File: config.mk
export PLATFORM = sky130hd
export DESIGN_NAME = pdb_board
export DESIGN_NICKNAME = d
export VERILOG_FILES = /design/src/pdb_pkg.sv /design/src/pdb_board.sv
export SDC_FILE = /design/constraint.sdc
export NUM_CORES = 1
export LEC_CHECK = 0
export BUFFER_PORTS_ARGS = -buffer_cell sky130_fd_sc_hd__buf_2
export CAP_MARGIN = 5
export CORE_MARGIN = 8
export CORE_UTILIZATION = 45
export CTS_BUF_LIST = sky130_fd_sc_hd__clkbuf_8
export CTS_CLUSTER_DIAMETER = 50
export DETAILED_ROUTE_END_ITERATION = 10
export PLACE_DENSITY = 0.68
export SYNTH_ARGS = -nofsm -noshare
export SYNTH_HDL_FRONTEND = slang
export SYNTH_SLANG_ARGS = --single-unit
File: constraint.sdc
create_clock -name clk -period 16.6 [get_ports clk]
set_input_delay 0.83 -clock clk [delete_from_list [all_inputs] [get_ports clk]]
set_output_delay 0.83 -clock clk [all_outputs]
set_load 0.1 [all_outputs]
File: src/pdb_pkg.sv
package pdb_pkg;

    // Clock and DRAM strobe timing, times in ns and derived cycle counts
    localparam int CLK_PERIOD_NS = 25;
    localparam int ROW_HOLD_NS   = 40;
    localparam int ROW_HOLD_CYC  = (ROW_HOLD_NS + CLK_PERIOD_NS - 1) / CLK_PERIOD_NS;
    localparam int COL_SETUP_NS  = 20;
    localparam int COL_SETUP_CYC = (COL_SETUP_NS + CLK_PERIOD_NS - 1) / CLK_PERIOD_NS;
    localparam int CNT_W         = 4;

    // Register byte offsets
    localparam logic [7:0] REG_CTRL   = 8'h00;
    localparam logic [7:0] REG_STATUS = 8'h04;
    localparam logic [7:0] REG_CLEAR  = 8'h08;

    // Control field positions and values after reset
    localparam int         CTRL_RANGE_LSB = 0;
    localparam int         CTRL_MODE_LSB  = 4;
    localparam logic [2:0] CTRL_RANGE_RST = 3'h0;
    localparam logic [2:0] CTRL_MODE_RST  = 3'h0;
    localparam logic [2:0] MODE_AUTO      = 3'h0;

    // Status field positions
    localparam int STAT_FLAG_BIT  = 0;
    localparam int STAT_LINE_BIT  = 1;
    localparam int STAT_RCNT_LSB  = 8;

    localparam int         RCNT_W      = 9;
    localparam logic [1:0] RESP_OKAY   = 2'h0;
    localparam logic [1:0] RESP_SLVERR = 2'h2;

    typedef enum logic [2:0] {
        PDB_IDLE = 3'h0,
        PDB_ROW  = 3'h1,
        PDB_COL  = 3'h3,
        PDB_HOLD = 3'h2,
        PDB_REFR = 3'h6
    } pdb_fsm_t;

    typedef struct packed {
        logic        awvalid;
        logic [7:0]  awaddr;
        logic        wvalid;
        logic [31:0] wdata;
        logic [3:0]  wstrb;
        logic        bready;
        logic        arvalid;
        logic [7:0]  araddr;
        logic        rready;
    } pdb_axi_req_t;

    typedef struct packed {
        logic        awready;
        logic        wready;
        logic        bvalid;
        logic [1:0]  bresp;
        logic        arready;
        logic        rvalid;
        logic [31:0] rdata;
        logic [1:0]  rresp;
    } pdb_axi_rsp_t;

    // Memory bus pins seen by the board, sampled through two flops
    typedef struct packed {
        logic        address_valid_n;
        logic [23:0] addr;
        logic [3:0]  byte_lane_enables_n;
        logic        read_not_write;
        logic        data_strobe_n;
        logic        refresh_cycle_n;
        logic        buffer_drive_enable_n;
        logic        parity_flag_clear_n;
        logic [31:0] data;
    } pdb_bus_in_t;

    localparam pdb_bus_in_t BUS_IDLE = '1;

    typedef struct packed {
        logic [8:0] dram_mux_addr;
        logic [1:0] bank_row_strobes_n;
        logic [3:0] byte_column_strobes_n;
        logic       dram_write_n;
    } pdb_dram_out_t;

    // Odd parity bit of one byte
    function automatic logic pdb_odd_par(input logic [7:0] b);
        return ~^b;
    endfunction : pdb_odd_par

endpackage : pdb_pkg

File: src/pdb_board.sv
// Chosen here: register access over AXI4-Lite and the placing of the registers.
`timescale 1ns/1ps
// Contract
// - Decode A21-A23 against jumper, drive board_select_n
// - Two banks, A2-A20 double-word address
// - Mux row A11-A19 then column A2-A10
// - Row strobe then column strobe after strobe
// - A20 picks the bank row strobe
// - Column strobe per lane ORed with enable
// - DRAM write strobe copies read_not_write
// - Access only when selected, auto mode, no refresh
// - Refresh ignores address, uses refresh counter
// - Generate byte parity on write, check on read
// - Capture parity result at strobe trailing edge
// - Captured error drives open-drain fault line
// - Flag cleared by reset or clear access
// - Transceiver enables only for own reads/writes
// - No wait states at 10 MHz processor
module pdb_board (
    input  wire logic                   clk,
    input  wire logic                   reset,
    input  wire pdb_pkg::pdb_axi_req_t  axi_req,
    output      pdb_pkg::pdb_axi_rsp_t  axi_rsp,
    input  wire pdb_pkg::pdb_bus_in_t   bus_in,
    input  wire logic [35:0]            mem_rd_data,
    output      logic [35:0]            mem_wr_data,
    output      logic [31:0]            bus_rd_data,
    output      logic                   bus_drive_oe_n,
    output      logic                   mem_drive_oe_n,
    output      logic                   board_select_n,
    output      pdb_pkg::pdb_dram_out_t dram_out,
    input  wire logic                   parity_fault_in,
    output      logic                   parity_fault_out,
    output      logic                   parity_fault_oe_n
);

    typedef struct packed {
        pdb_pkg::pdb_bus_in_t  bus_s1;
        pdb_pkg::pdb_bus_in_t  bus_s2;
        logic [35:0]           mem_s1;
        logic [35:0]           mem_s2;
        logic                  pf_s1;
        logic                  pf_s2;
        logic                  stb_prev;
        pdb_pkg::pdb_fsm_t     fsm;
        logic [pdb_pkg::CNT_W-1:0]  cnt;
        logic [20:2]           acc_addr;
        logic                  acc_read;
        logic [3:0]            acc_ble_n;
        logic [pdb_pkg::RCNT_W-1:0] rcnt;
        logic                  cas_n;
        logic                  check_err;
        logic                  flag;
        logic [2:0]            ctrl_range;
        logic [2:0]            ctrl_mode;
        pdb_pkg::pdb_dram_out_t dram;
        logic                  board_sel_n;
        logic                  bus_oe_n;
        logic                  mem_oe_n;
        logic                  pf_oe_n;
        logic [35:0]           mem_wr;
        logic [31:0]           bus_rd;
        logic                  aw_full;
        logic [7:0]            aw_addr;
        logic                  w_full;
        logic [31:0]           w_data;
        logic [3:0]            w_strb;
        pdb_pkg::pdb_axi_rsp_t rsp;
    } pdb_state_t;

    pdb_state_t q;
    pdb_state_t d;

    // Decoded views of the synchronised bus, shared with the checks below
    logic stb_fall;
    logic stb_rise;
    logic sel_now;
    logic refresh_now;
    logic auto_mode;
    logic rd_err;
    logic sw_clear;

    assign stb_fall    = q.stb_prev && !q.bus_s2.data_strobe_n;
    assign stb_rise    = !q.stb_prev && q.bus_s2.data_strobe_n;
    assign refresh_now = !q.bus_s2.refresh_cycle_n;
    assign auto_mode   = q.ctrl_mode == pdb_pkg::MODE_AUTO;
    // Dummy cycles keep address_valid_n high, so no range decodes then
    assign sel_now     = !q.bus_s2.address_valid_n
                         && q.bus_s2.addr[23:21] == q.ctrl_range;

    // Stored parity against the data read back, one bit per lane
    always_comb begin
        rd_err = 1'b0;
        for (int i = 0; i < 4; i++) begin
            rd_err = rd_err | (q.mem_s2[32+i]
                     != pdb_pkg::pdb_odd_par(q.mem_s2[8*i +: 8]));
        end
    end

    // Next state of the whole block
    always_comb begin
        d = q;
        sw_clear = 1'b0;
        d.bus_s1  = bus_in;
        d.bus_s2  = q.bus_s1;
        d.mem_s1  = mem_rd_data;
        d.mem_s2  = q.mem_s1;
        d.pf_s1   = parity_fault_in;
        d.pf_s2   = q.pf_s1;
        d.stb_prev = q.bus_s2.data_strobe_n;
        d.check_err = rd_err;

        // Strobe sequencer; strobes return only when the master ends the strobe
        unique case (q.fsm)
            pdb_pkg::PDB_IDLE: begin
                if (stb_fall && refresh_now) begin
                    d.fsm = pdb_pkg::PDB_REFR;
                    d.dram.dram_mux_addr = q.rcnt;
                    d.dram.bank_row_strobes_n = 2'h0;
                end else if (stb_fall && sel_now && auto_mode) begin
                    d.fsm = pdb_pkg::PDB_ROW;
                    d.acc_addr  = q.bus_s2.addr[20:2];
                    d.acc_read  = q.bus_s2.read_not_write;
                    d.acc_ble_n = q.bus_s2.byte_lane_enables_n;
                    d.dram.dram_mux_addr = q.bus_s2.addr[19:11];
                    d.dram.bank_row_strobes_n = q.bus_s2.addr[20] ? 2'h1 : 2'h2;
                    d.cnt = pdb_pkg::CNT_W'(pdb_pkg::ROW_HOLD_CYC - 1);
                end
            end
            pdb_pkg::PDB_ROW: begin
                if (stb_rise) begin
                    d.fsm = pdb_pkg::PDB_IDLE;
                    d.dram.bank_row_strobes_n = 2'h3;
                end else if (q.cnt == '0) begin
                    d.fsm = pdb_pkg::PDB_COL;
                    d.dram.dram_mux_addr = q.acc_addr[10:2];
                    d.cnt = pdb_pkg::CNT_W'(pdb_pkg::COL_SETUP_CYC - 1);
                end else begin
                    d.cnt = q.cnt - 1'b1;
                end
            end
            pdb_pkg::PDB_COL: begin
                if (stb_rise) begin
                    d.fsm = pdb_pkg::PDB_IDLE;
                    d.dram.bank_row_strobes_n = 2'h3;
                end else if (q.cnt == '0) begin
                    d.fsm = pdb_pkg::PDB_HOLD;
                    d.cas_n = 1'b0;
                end else begin
                    d.cnt = q.cnt - 1'b1;
                end
            end
            pdb_pkg::PDB_HOLD: begin
                if (stb_rise) begin
                    d.fsm = pdb_pkg::PDB_IDLE;
                    d.cas_n = 1'b1;
                    d.dram.bank_row_strobes_n = 2'h3;
                end
            end
            pdb_pkg::PDB_REFR: begin
                if (stb_rise) begin
                    d.fsm = pdb_pkg::PDB_IDLE;
                    d.dram.bank_row_strobes_n = 2'h3;
                    d.rcnt = q.rcnt + 1'b1;
                end
            end
            default: begin
                d.fsm = pdb_pkg::PDB_IDLE;
                d.cas_n = 1'b1;
                d.dram.bank_row_strobes_n = 2'h3;
            end
        endcase

        // Lane gating keeps disabled bytes untouched on partial writes
        d.dram.byte_column_strobes_n = {4{d.cas_n}} | d.acc_ble_n;
        d.dram.dram_write_n = q.bus_s2.read_not_write;

        // Write data carries its own byte parity into the array
        d.mem_wr[31:0] = q.bus_s2.data;
        for (int i = 0; i < 4; i++) begin
            d.mem_wr[32+i] = pdb_pkg::pdb_odd_par(q.bus_s2.data[8*i +: 8]);
        end
        d.bus_rd = q.mem_s2[31:0];

        // Transceivers face the bus only for this board's own cycles
        d.board_sel_n = !sel_now;
        d.bus_oe_n = !(sel_now && q.bus_s2.read_not_write
                       && !q.bus_s2.buffer_drive_enable_n && !refresh_now);
        d.mem_oe_n = !(sel_now && !q.bus_s2.read_not_write
                       && !q.bus_s2.buffer_drive_enable_n && !refresh_now);

        // AXI4-Lite write address and data, taken in either order
        if (axi_req.awvalid && q.rsp.awready) begin
            d.aw_full = 1'b1;
            d.aw_addr = axi_req.awaddr;
        end
        if (axi_req.wvalid && q.rsp.wready) begin
            d.w_full = 1'b1;
            d.w_data = axi_req.wdata;
            d.w_strb = axi_req.wstrb;
        end
        if (q.rsp.bvalid && axi_req.bready) begin
            d.rsp.bvalid = 1'b0;
        end
        if (d.aw_full && d.w_full && !d.rsp.bvalid) begin
            d.aw_full = 1'b0;
            d.w_full  = 1'b0;
            d.rsp.bvalid = 1'b1;
            d.rsp.bresp  = pdb_pkg::RESP_OKAY;
            unique case (d.aw_addr)
                pdb_pkg::REG_CTRL: begin
                    if (d.w_strb[0]) begin
                        d.ctrl_range = d.w_data[pdb_pkg::CTRL_RANGE_LSB +: 3];
                        d.ctrl_mode  = d.w_data[pdb_pkg::CTRL_MODE_LSB +: 3];
                    end
                end
                pdb_pkg::REG_STATUS: begin
                end
                pdb_pkg::REG_CLEAR: sw_clear = 1'b1;
                default: d.rsp.bresp = pdb_pkg::RESP_SLVERR;
            endcase
        end
        d.rsp.awready = !d.aw_full && !d.rsp.bvalid;
        d.rsp.wready  = !d.w_full && !d.rsp.bvalid;

        // AXI4-Lite read; reading the clear register also clears the flag
        if (q.rsp.rvalid && axi_req.rready) begin
            d.rsp.rvalid = 1'b0;
        end
        if (axi_req.arvalid && q.rsp.arready) begin
            d.rsp.rvalid = 1'b1;
            d.rsp.rdata  = '0;
            d.rsp.rresp  = pdb_pkg::RESP_OKAY;
            unique case (axi_req.araddr)
                pdb_pkg::REG_CTRL: begin
                    d.rsp.rdata[pdb_pkg::CTRL_RANGE_LSB +: 3] = q.ctrl_range;
                    d.rsp.rdata[pdb_pkg::CTRL_MODE_LSB +: 3]  = q.ctrl_mode;
                end
                pdb_pkg::REG_STATUS: begin
                    d.rsp.rdata[pdb_pkg::STAT_FLAG_BIT] = q.flag;
                    d.rsp.rdata[pdb_pkg::STAT_LINE_BIT] = q.pf_s2;
                    d.rsp.rdata[pdb_pkg::STAT_RCNT_LSB +: pdb_pkg::RCNT_W] = q.rcnt;
                end
                pdb_pkg::REG_CLEAR: sw_clear = 1'b1;
                default: d.rsp.rresp = pdb_pkg::RESP_SLVERR;
            endcase
        end
        d.rsp.arready = !d.rsp.rvalid;

        // Flag: a capture in the same cycle as a clear still wins
        if (sw_clear || !q.bus_s2.parity_flag_clear_n) begin
            d.flag = 1'b0;
        end
        if (q.fsm == pdb_pkg::PDB_HOLD && stb_rise && q.acc_read && q.check_err) begin
            d.flag = 1'b1;
        end
        d.pf_oe_n = !d.flag;
    end

    // Single state register; bus and fault-line sync stages reset to their idle levels, memory data stages to zero
    always_ff @(posedge clk or posedge reset) begin
        if (reset) begin
            q <= '0;
            q.bus_s1  <= pdb_pkg::BUS_IDLE;
            q.bus_s2  <= pdb_pkg::BUS_IDLE;
            q.stb_prev <= 1'b1;
            q.pf_s1   <= 1'b1;
            q.pf_s2   <= 1'b1;
            q.mem_wr  <= '1; // Idle all-ones bytes already carry their parity
            q.fsm     <= pdb_pkg::PDB_IDLE;
            q.cas_n   <= 1'b1;
            q.acc_ble_n <= 4'hf;
            q.dram.bank_row_strobes_n <= 2'h3;
            q.dram.byte_column_strobes_n <= 4'hf;
            q.dram.dram_write_n <= 1'b1;
            q.board_sel_n <= 1'b1;
            q.bus_oe_n  <= 1'b1;
            q.mem_oe_n  <= 1'b1;
            q.pf_oe_n   <= 1'b1;
            q.ctrl_range <= pdb_pkg::CTRL_RANGE_RST;
            q.ctrl_mode  <= pdb_pkg::CTRL_MODE_RST;
            q.rsp.awready <= 1'b1;
            q.rsp.wready  <= 1'b1;
            q.rsp.arready <= 1'b1;
        end else begin
            q <= d;
        end
    end

    // Every output but the constant-low parity_fault_out straight from the state register
    assign axi_rsp           = q.rsp;
    assign mem_wr_data       = q.mem_wr;
    assign bus_rd_data       = q.bus_rd;
    assign bus_drive_oe_n    = q.bus_oe_n;
    assign mem_drive_oe_n    = q.mem_oe_n;
    assign board_select_n    = q.board_sel_n;
    assign dram_out          = q.dram;
    assign parity_fault_out  = 1'b0;
    assign parity_fault_oe_n = q.pf_oe_n;
endmodule : pdb_board

==> results of run 1 <==
[state kept, by name, summed over array words and instances (netlist names), 16 cells and up]
signal / count
dram_out: 16
d: 167
mem_wr_data: 36
axi_rsp: 22
q: 92
bus_rd_data: 32
[per-stage QoR]
step | setup WS (ns) | cells | utilization
after CTS | 13.69 | 1415 | 0.5305
after global routing | 13.38 | 1417 | 0.5307
final | 13.83 | 1418 | 0.5308
after floorplan | 5.832 | 823 | -
after global placement | 13.14 | 1307 | 0.4862
after detailed placement | 13.08 | 1307 | 0.4862
[final timing paths]
path                            startpoint     endpoint  slack (ns)  cells past startpoint
worst max-delay path                 reset        d[99]       13.83                      4
worst min-delay path                d[238]        d[98]        0.34                      0
worst max register to register      q[224]  dram_out[2]       14.14                      5
worst min register to register      d[238]        d[98]        0.34                      0
max in group clk                    q[224]  dram_out[2]       14.14                      5
min in group asynchronous            reset        q[50]        0.53                      2
[report_power, final]
part           total [mW]  switching [mW]  internal [mW]  leakage [nW]
clock               0.774           0.329          0.445         0.718
combinational       0.518           0.396          0.121          1.87
sequential           1.07          0.0478           1.02          4.19
[layout by cell type, fill, tap and decap left out, drive strengths merged, types with 6 or more instances in the layout]
master,Yosys,final
o21ai,20,20
buf,133,244
nand3,7,7
clkbuf,5,70
clkinv,0,8
nand2,27,27
conb,1,20
a21oi,6,6
mux2,47,47
nand2b,6,6
xor2,10,10
inv,15,39
mux2i,12,12
dfstp,186,186
xnor2,61,61
nor2,21,21
dfrtp,183,183
a22o,13,13
[final cells by class]
cell class / count / area share
Timing Repair Buffer: 244 / 0.08326
Antenna cell: 3 / 0.0005077
Clock inverter: 38 / 0.01828
Inverter: 15 / 0.004315
Sequential cell: 369 / 0.6402
Multi-Input combinational cell: 301 / 0.1563
Clock buffer: 70 / 0.06515
Tap cell: 378 / 0.03199
[layer usage]
| metal | part of all wire | track usage |
|---|---|---|
| met5 | 0.0022 | 0 |
| met1 | 0.42 | 0.1648 |
| met2 | 0.47 | 0.2048 |
| met3 | 0.085 | 0.04489 |
| met4 | 0.027 | 0.05808 |
[cell families after synthesis]
family / after synthesis / share of synthesized area
multiplexers: 59 / 0.05264
other: 1 / 0.0002938
adder cells (fa/ha/maj): 3 / 0.002941
flip-flops: 369 / 0.7417
XOR/XNOR: 71 / 0.04872
AND/OR/NAND/NOR: 93 / 0.04117
AO/OA/AOI/OAI: 55 / 0.02970
buffers and inverters: 153 / 0.08283
==> results.sh, run 1 <==
export IMPL_status="finished clean"
export IMPL_cts_tree="built"
export IMPL_avgSynthCellArea_um2=15.87
export IMPL_tightest_slew_ns=1.033
export IMPL_cp_max_fo=152
export IMPL_cts_sinks=369
export IMPL_detail_route_antenna_nets=0
export IMPL_portBuffers=240
export IMPL_setup_viol=0
export IMPL_maxCapViolCount=0
export IMPL_final_nets=1154
export IMPL_area_growth_synth_to_final_pct=15.85
export IMPL_multi_input_area_um2=2311
export IMPL_place_congestion=0.7708
export IMPL_die_area_um2=34010
export IMPL_routedWlPerCell_um=15.94
export IMPL_ios=292
export IMPL_cp_common_cell="buf_4"
export IMPL_vdd_drop_max_mv=0.09089
export IMPL_dpl_cell_area_um2=13550
export IMPL_die_width_um=184.4
export IMPL_hpwl_um=15820
export IMPL_synth_area_leaders="dfstp_2 38%, dfrtp_1 36%, buf_4 7.5%, xnor2_1 4.2%, mux2_2 2.4%"
export IMPL_grt_pass1_wl_um=35020
export IMPL_grt_overflow=0
export IMPL_arrival_ns=3.32
export IMPL_cts_root_buf="clkbuf_8"
export IMPL_fin_setup_tns_ns=0
export IMPL_drive_above_1_share=0.5391
export IMPL_relSlewSlack=0.3113
export IMPL_finalPower_mw=2.361
export IMPL_power_density_nw_per_um2=159.6
export IMPL_wirelength_um=22600
export IMPL_critPathLaunchType="input port"
export IMPL_slowest_delay_ns=0.83
export IMPL_hold_violations=0
export IMPL_yosysUniqueCellTypes=54
export IMPL_start_util=0.4582
export IMPL_crit_type="input port to asynchronous set/reset pin"
export IMPL_max_freq_mhz=360.7
export IMPL_cp_required_ns=17.15
export IMPL_fillers=2273
export IMPL_cts_buffers=58
export IMPL_cts_resized_gates=0
export IMPL_crit_chain="buf_2, inv_8, buf_4, buf_4"
export IMPL_crit_family="buffers and inverters"
export IMPL_rsz0062_at_grt="no"
export IMPL_htree_levels=2
export IMPL_grt_pass1_vias=6638
export IMPL_yosysSeqAreaShare=0.7417
export IMPL_core_um2=27860
export IMPL_worstPathBufferInverterCount=4
export IMPL_clock_path_buffers=3
export IMPL_num_rows=61
export IMPL_syn_area_um2=12760
export IMPL_dominantRegCellSynth="dfstp_2"
export IMPL_drv_slew=0
export IMPL_grt_max_degree=153
export IMPL_synth_edf_count=0
export IMPL_ys_seq_elements=369
export IMPL_firstDrtPassIters=4
export IMPL_yosysWarnings=0
export IMPL_cts_setup_buffers=0
export IMPL_antenna_found_initial=6
export IMPL_viasPerCell=4.348
export IMPL_syn_inst=804
export IMPL_timing_hold_ws_ns=0.3439
export IMPL_synth_most_common_cell="dfstp_2"
export IMPL_hold_path_class="flop to flop"
export IMPL_design_area_um2=14790
export IMPL_regArea_um2=9467
export IMPL_synth_top_cell_area_share=0.3829
export IMPL_async_reset_ff_frac=1.000
export IMPL_cts_hold_buffers=0
export IMPL_period_share=0.1670
export IMPL_dr_total_vias=6166
export IMPL_clock_latency_ns=0.56
export IMPL_die_h_um=184.4
export IMPL_drt_initial_drc_count=158
export IMPL_synth_common_cells="186 x dfstp_2, 183 x dfrtp_1, 127 x buf_4, 61 x xnor2_1"
export IMPL_cp_end_kind="asynchronous set/reset pin"
export IMPL_clkTransAtPathRegs_ns=0.06
export IMPL_yosysTopAreaCell="dfstp_2"
export IMPL_fin_skew_ns=0.01537
export IMPL_p_leak_nw=6.780
export IMPL_fin_crit_ns=2.772
export IMPL_drc=0
export IMPL_grt_usage=0.1314
export IMPL_slowest_stage="buf_4"
(Power assumes the default switching activity.)
==> run 2: changes to the inputs <==
--- a/config.mk
+++ b/config.mk
@@ -12,7 +12,7 @@
 export CTS_BUF_LIST = sky130_fd_sc_hd__clkbuf_8
 export CTS_CLUSTER_DIAMETER = 50
 export DETAILED_ROUTE_END_ITERATION = 10
-export PLACE_DENSITY = 0.68
+export PLACE_DENSITY = 0.71
 export SYNTH_ARGS = -nofsm -noshare
 export SYNTH_HDL_FRONTEND = slang
 export SYNTH_SLANG_ARGS = --single-unit
==> constraint.sdc (replaced) <==
create_clock -name clk -period 2.3 [get_ports clk]
set_input_delay 0.115 -clock clk [delete_from_list [all_inputs] [get_ports clk]]
set_output_delay 0.115 -clock clk [all_outputs]
set_load 0.1 [all_outputs]
==> run 2 against run 1 <==
Effect of this change:
- combinational power rose to 7.8 times the previous value
- via count up 11%
- critical path depth up 1
- final cell count up 9.5%
- sequential power rose to 7.2 times the previous value
- non-clock buffer count up 140
- clock power rose to 6.7 times the previous value
- first-iteration DRC count up 44%
- utilization up 4.8 points
- count of clock-buffer cells in the layout up 1
- critical path type is now flop to flop
- largest power group unchanged
==> results.sh, run 2 (synthesis results as in run 1) <==
export IMPL_routedWlPerCell_um=16.77
export IMPL_startpoint="q[363]"
export IMPL_critPathLaunchType="flop"
export IMPL_cts_sinks=369
export IMPL_grt_pass1_vias=7817
export IMPL_timing_rr_start="q[363]"
export IMPL_antenna_found_initial=1
export IMPL_grt_overflow=0
export IMPL_rr_worst_depth=5
export IMPL_cp_required_ns=2.72
export IMPL_clock_latency_ns=0.57
export IMPL_dr_total_vias=6833
export IMPL_clock_path_buffers=3
export IMPL_largest_reg_flops=167
export IMPL_slowest_delay_ns=0.52
export IMPL_hold_path_class="input port to flop"
export IMPL_die_width_um=184.4
export IMPL_period_share=0.9099
export IMPL_grt_usage=0.1539
export IMPL_grt_pass1_wl_um=41170
export IMPL_final_common_cell="buf_2"
export IMPL_viasPerCell=4.400
export IMPL_status="finished clean"
export IMPL_core_um2=27860
export IMPL_drive_above_1_share=0.4906
export IMPL_portBuffers=240
export IMPL_grt_max_degree=68
export IMPL_ios=292
export IMPL_fin_skew_ns=0.03457
export IMPL_drt_initial_drc_count=227
export IMPL_start_util=0.4582
export IMPL_post_place_ws_ns=0.1964
export IMPL_wirelength_um=26040
export IMPL_cts_hold_buffers=125
export IMPL_vdd_drop_max_mv=0.5592
export IMPL_arrival_ns=2.51
export IMPL_die_h_um=184.4
export IMPL_hpwl_um=17060
export IMPL_tightest_slew_ns=0.7612
export IMPL_cp_end_kind="flop"
export IMPL_r2r_slack_ns=0.21
export IMPL_cts_tree="built"
export IMPL_area_growth_synth_to_final_pct=26.28
export IMPL_design_area_um2=16120
export IMPL_power_density_nw_per_um2=1051
export IMPL_detail_route_antenna_nets=0
export IMPL_firstDrtPassIters=4
export IMPL_cts_buffers=56
export IMPL_crit_chain="xor2_1, nor4_4, nand4_2, buf_4, mux2_1"
export IMPL_endpoint="q[202]"
export IMPL_clkTransAtPathRegs_ns=0.06
export IMPL_cts_setup_buffers=0
export IMPL_cts_root_buf="clkbuf_8"
export IMPL_num_rows=61
export IMPL_hold_violations=0
export IMPL_reg2reg_to="q[202]"
export IMPL_crit_type="flop to flop"
export IMPL_max_freq_mhz=477.8
export IMPL_htree_levels=2
export IMPL_p_leak_nw=7.348
export IMPL_fin_ws_ns=0.2072
export IMPL_fin_setup_tns_ns=0
export IMPL_rsz0062_at_grt="no"
export IMPL_place_congestion=0.7922
export IMPL_relSlewSlack=0.4915
export IMPL_cts_resized_gates=0
export IMPL_cp_max_fo=9
export IMPL_setup_viol=0
export IMPL_die_area_um2=34010
export IMPL_drv_slew=0
export IMPL_final_cell_mix="240 x buf_2, 186 x dfstp_2, 183 x dfrtp_1"
export IMPL_maxCapViolCount=0
export IMPL_final_nets=1292
export IMPL_dpl_cell_area_um2=13730
export IMPL_min_delay_start="axi_req[9]"
export IMPL_slowest_stage="dfstp_2"
export IMPL_fin_crit_ns=2.093
export IMPL_drc=0
[run 2: cell count changes in the layout (fill, tap and decap cells not counted), sizes merged]
cell,change
diode,-2
buf,+15
clkbuf,+1
bufinv,-4
dlygate4sd3,+125
clkinv,+6
inv,-6
[run 2: worst min path at each step]
stage / to / depth (start not counted)
3_5_place_dp: d[357] / 1
6_report: axi_rsp[3] / 5
2_1_floorplan: d[225] / 0
5_1_grt: axi_rsp[3] / 5
4_1_cts: axi_rsp[3] / 4
3_3_place_gp: d[353] / 1
[run 2: where the power goes]
group | internal (mW) | switching [mW]
Clock | 2.79 | 2.38
Sequential | 7.37 | 0.370
Combinational | 1.09 | 2.93
Total | 11.3 | 5.68
[run 2: area by class of cell]
| class | instances | area (um2) |
|---|---|---|
| multi-input combinational | 301 | 2311 |
| inverter | 15 | 60.06 |
| clock inverter | 34 | 157.7 |
| clock buffer | 71 | 977.2 |
| fill | 2117 | 11740 |
| antenna | 1 | 2.502 |
| sequential | 369 | 9467 |
| timing repair buffer | 384 | 2670 |
| tap | 378 | 473.0 |
[run 2: metal layers]
metal  up-vias  part of all wire  GRT usage
li1       3142                 -          -
met1      3422              0.38     0.1770
met2       216              0.52     0.2679
met3        53             0.078    0.04509
met4         0             0.026    0.06002
met5         -                 0          0
[run 2: metrics by stage]
step | hold WS (ns) | power (mW) | instances | utilization
2_1_floorplan | 0.1195 | 11.25 | 823 | -
3_3_place_gp | 0.2198 | 11.61 | 1322 | 0.4928
3_5_place_dp | 0.2212 | 11.70 | 1322 | 0.4928
4_1_cts | 0.006589 | 17.16 | 1552 | 0.5785
5_1_grt | 0.08586 | 17.70 | 1553 | 0.5786
6_report | 0.07896 | 16.93 | 1553 | 0.5786
[run 2: worst max-delay path: cells and delay by family, from the launching register on]
family        cells  cell delay, ns
flops             1            0.52
buf+inv           1            0.28
simple gates      2            0.74
mux               1            0.32
xor+xnor          1            0.08
==> run 3: changes to the inputs <==
--- a/config.mk
+++ b/config.mk
@@ -9,7 +9,7 @@
 export CAP_MARGIN = 5
 export CORE_MARGIN = 8
 export CORE_UTILIZATION = 45
-export CTS_BUF_LIST = sky130_fd_sc_hd__clkbuf_8
+export CTS_BUF_LIST = sky130_fd_sc_hd__clkbuf_16
 export CTS_CLUSTER_DIAMETER = 50
 export DETAILED_ROUTE_END_ITERATION = 10
 export PLACE_DENSITY = 0.71
==> run 3 against run 2 <==
Effect of this change:
- sequential power about the same
- maximum frequency decreased by 0.20%
- worst hold slack got worse by 0.056 ns
- cell area increased by 0.90%
- via count decreased by 0.85%
- die area unchanged
- count of clock-buffer cells in the layout decreased by 31
- first-iteration DRC count increased by 22%
- non-clock buffer count decreased by 1
- sequential share of layout area decreased by 0.52 points
- setup slack got worse by 0.0041 ns
- critical endpoint is now q[218]
- highest routed layer unchanged
==> results.sh, run 3 (synthesis results as in run 1) <==
export IMPL_utilization=0.5838
export IMPL_timing_rr_start="q[217]"
export IMPL_worstPathBufferInverterCount=1
export IMPL_post_place_ws_ns=0.1964
export IMPL_p_clk_frac=0.343
export IMPL_dr_total_vias=6775
export IMPL_cts_resized_gates=0
export IMPL_drv_slew=0
export IMPL_finalPower_mw=17.91
export IMPL_status="finished clean"
export IMPL_design_area_um2=16260
export IMPL_detail_route_antenna_nets=0
export IMPL_slowest_delay_ns=0.42
export IMPL_fin_skew_ns=0.009475
export IMPL_p_sw_mw=5.883
export IMPL_startpoint="q[217]"
export IMPL_portBuffers=240
export IMPL_grt_max_degree=68
export IMPL_hold_path_class="input port to flop"
export IMPL_critPathLaunchType="flop"
export IMPL_setup_viol=0
export IMPL_htree_levels=2
export IMPL_cp_required_ns=2.70
export IMPL_core_um2=27860
export IMPL_p_seq_frac=0.432
export IMPL_crit_chain="inv_1, ha_1, or3b_2, nand2_1, a221o_1, a21oi_2, mux2_2"
export IMPL_num_antenna_cells=0
export IMPL_final_common_cell="buf_2"
export IMPL_firstDrtPassIters=4
export IMPL_grt_pass1_vias=7677
export IMPL_ios=292
export IMPL_fin_ws_ns=0.2030
export IMPL_drt_initial_drc_count=278
export IMPL_holdPathStages=3
export IMPL_r2r_slack_ns=0.20
export IMPL_p_int_mw=12.03
export IMPL_whs_endpoint="axi_rsp[3]"
export IMPL_comb_power_share=0.225
export IMPL_drive_above_1_share=0.4790
export IMPL_fin_crit_ns=2.097
export IMPL_arrival_ns=2.50
export IMPL_hold_violations=0
export IMPL_clock_path_buffers=3
export IMPL_wirelength_um=26280
export IMPL_area_growth_synth_to_final_pct=27.42
export IMPL_grt_overflow=0
export IMPL_power_density_nw_per_um2=1101
export IMPL_place_congestion=0.7922
export IMPL_switching_share=0.3284
export IMPL_die_area_um2=34010
export IMPL_tightest_slew_ns=0.7740
export IMPL_rr_worst_depth=7
export IMPL_die_width_um=184.4
export IMPL_dpl_cell_area_um2=13730
export IMPL_min_delay_start="axi_req[3]"
export IMPL_die_h_um=184.4
export IMPL_num_rows=61
export IMPL_vdd_drop_max_mv=0.9071
export IMPL_final_nets=1275
export IMPL_cts_root_buf="clkbuf_16"
export IMPL_start_util=0.4582
export IMPL_cp_end_kind="flop"
export IMPL_antenna_found_initial=0
export IMPL_viasPerCell=4.457
export IMPL_rsz0062_at_grt="no"
export IMPL_crit_type="flop to flop"
export IMPL_clkTransAtPathRegs_ns=0.06
export IMPL_reg2reg_to="q[218]"
export IMPL_routedWlPerCell_um=17.29
export IMPL_drc=0
export IMPL_largest_reg_flops=167
export IMPL_crit_family="compound AO/OA/AOI/OAI gates"
export IMPL_cts_buffers=40
export IMPL_cts_sinks=369
export IMPL_relSlewSlack=0.4829
export IMPL_slowest_stage="a221o_1"
export IMPL_grt_usage=0.1565
export IMPL_final_cell_mix="240 x buf_2, 186 x dfstp_2, 183 x dfrtp_1"
export IMPL_hpwl_um=17060
export IMPL_cts_tree="built"
export IMPL_clock_latency_ns=0.53
export IMPL_max_freq_mhz=476.9
export IMPL_timing_hold_ws_ns=0.02253
export IMPL_p_leak_nw=7.341
export IMPL_maxCapViolCount=0
export IMPL_period_share=0.9117
export IMPL_grt_pass1_wl_um=41620
export IMPL_cp_max_fo=5
run 3: timing repair:
| action | 4_1_cts | 5_1_grt |
|---|---|---|
| hold buffers | 124 | 0 |
| endpoints found under the hold margin | 141 | 0 |
| buffers inserted | 0 | 0 |
run 3: worst max path at each step:
stage,cells after the start,slack [ns],to
2_1_floorplan,1,-2.62,axi_rsp[10]
3_3_place_gp,5,0.24,q[201]
6_report,7,0.20,q[218]
5_1_grt,5,0.11,q[198]
3_5_place_dp,5,0.20,q[202]
4_1_cts,5,0.18,q[202]
run 3: stage by stage:
stage	TNS [ns]	std cells
6_report	0	1520
5_1_grt	0	1520
4_1_cts	0	1520
3_5_place_dp	0	1322
3_3_place_gp	0	1322
2_1_floorplan	-721.47	823
run 3: per-layer routing:
metal / wire [um] / share of wire / track usage
met5: 0 / 0 / 0
met4: 750 / 0.029 / 0.05776
met3: 2023 / 0.077 / 0.04588
met2: 13520 / 0.51 / 0.2715
met1: 9985 / 0.38 / 0.1820
run 3: power by group through the flow:
stage / clock network (mW) / logic (mW) / registers [mW]
after floorplan: 0 / 3.53 / 7.71
after global placement: 0 / 3.80 / 7.81
after detailed placement: 0 / 3.86 / 7.85
after CTS: 6.31 / 4.05 / 7.75
after global routing: 6.59 / 4.25 / 7.82
final: 6.15 / 4.02 / 7.74
run 3: tightest hold or removal path, cell delays in order:
cell and delay (ns):
buf_2 0.16, mux2i_1 0.15, o21ai_0 0.08
run 3: layout make-up:
cell class              instances  area, um2
clock buffers                  40       1001
clock inverters                34      291.5
flip-flops and latches        369       9467
multi-input cells             301       2311
well taps                     378      473.0
repair buffers                383       2660
fillers                      2078      11590
inverters                      15      60.06
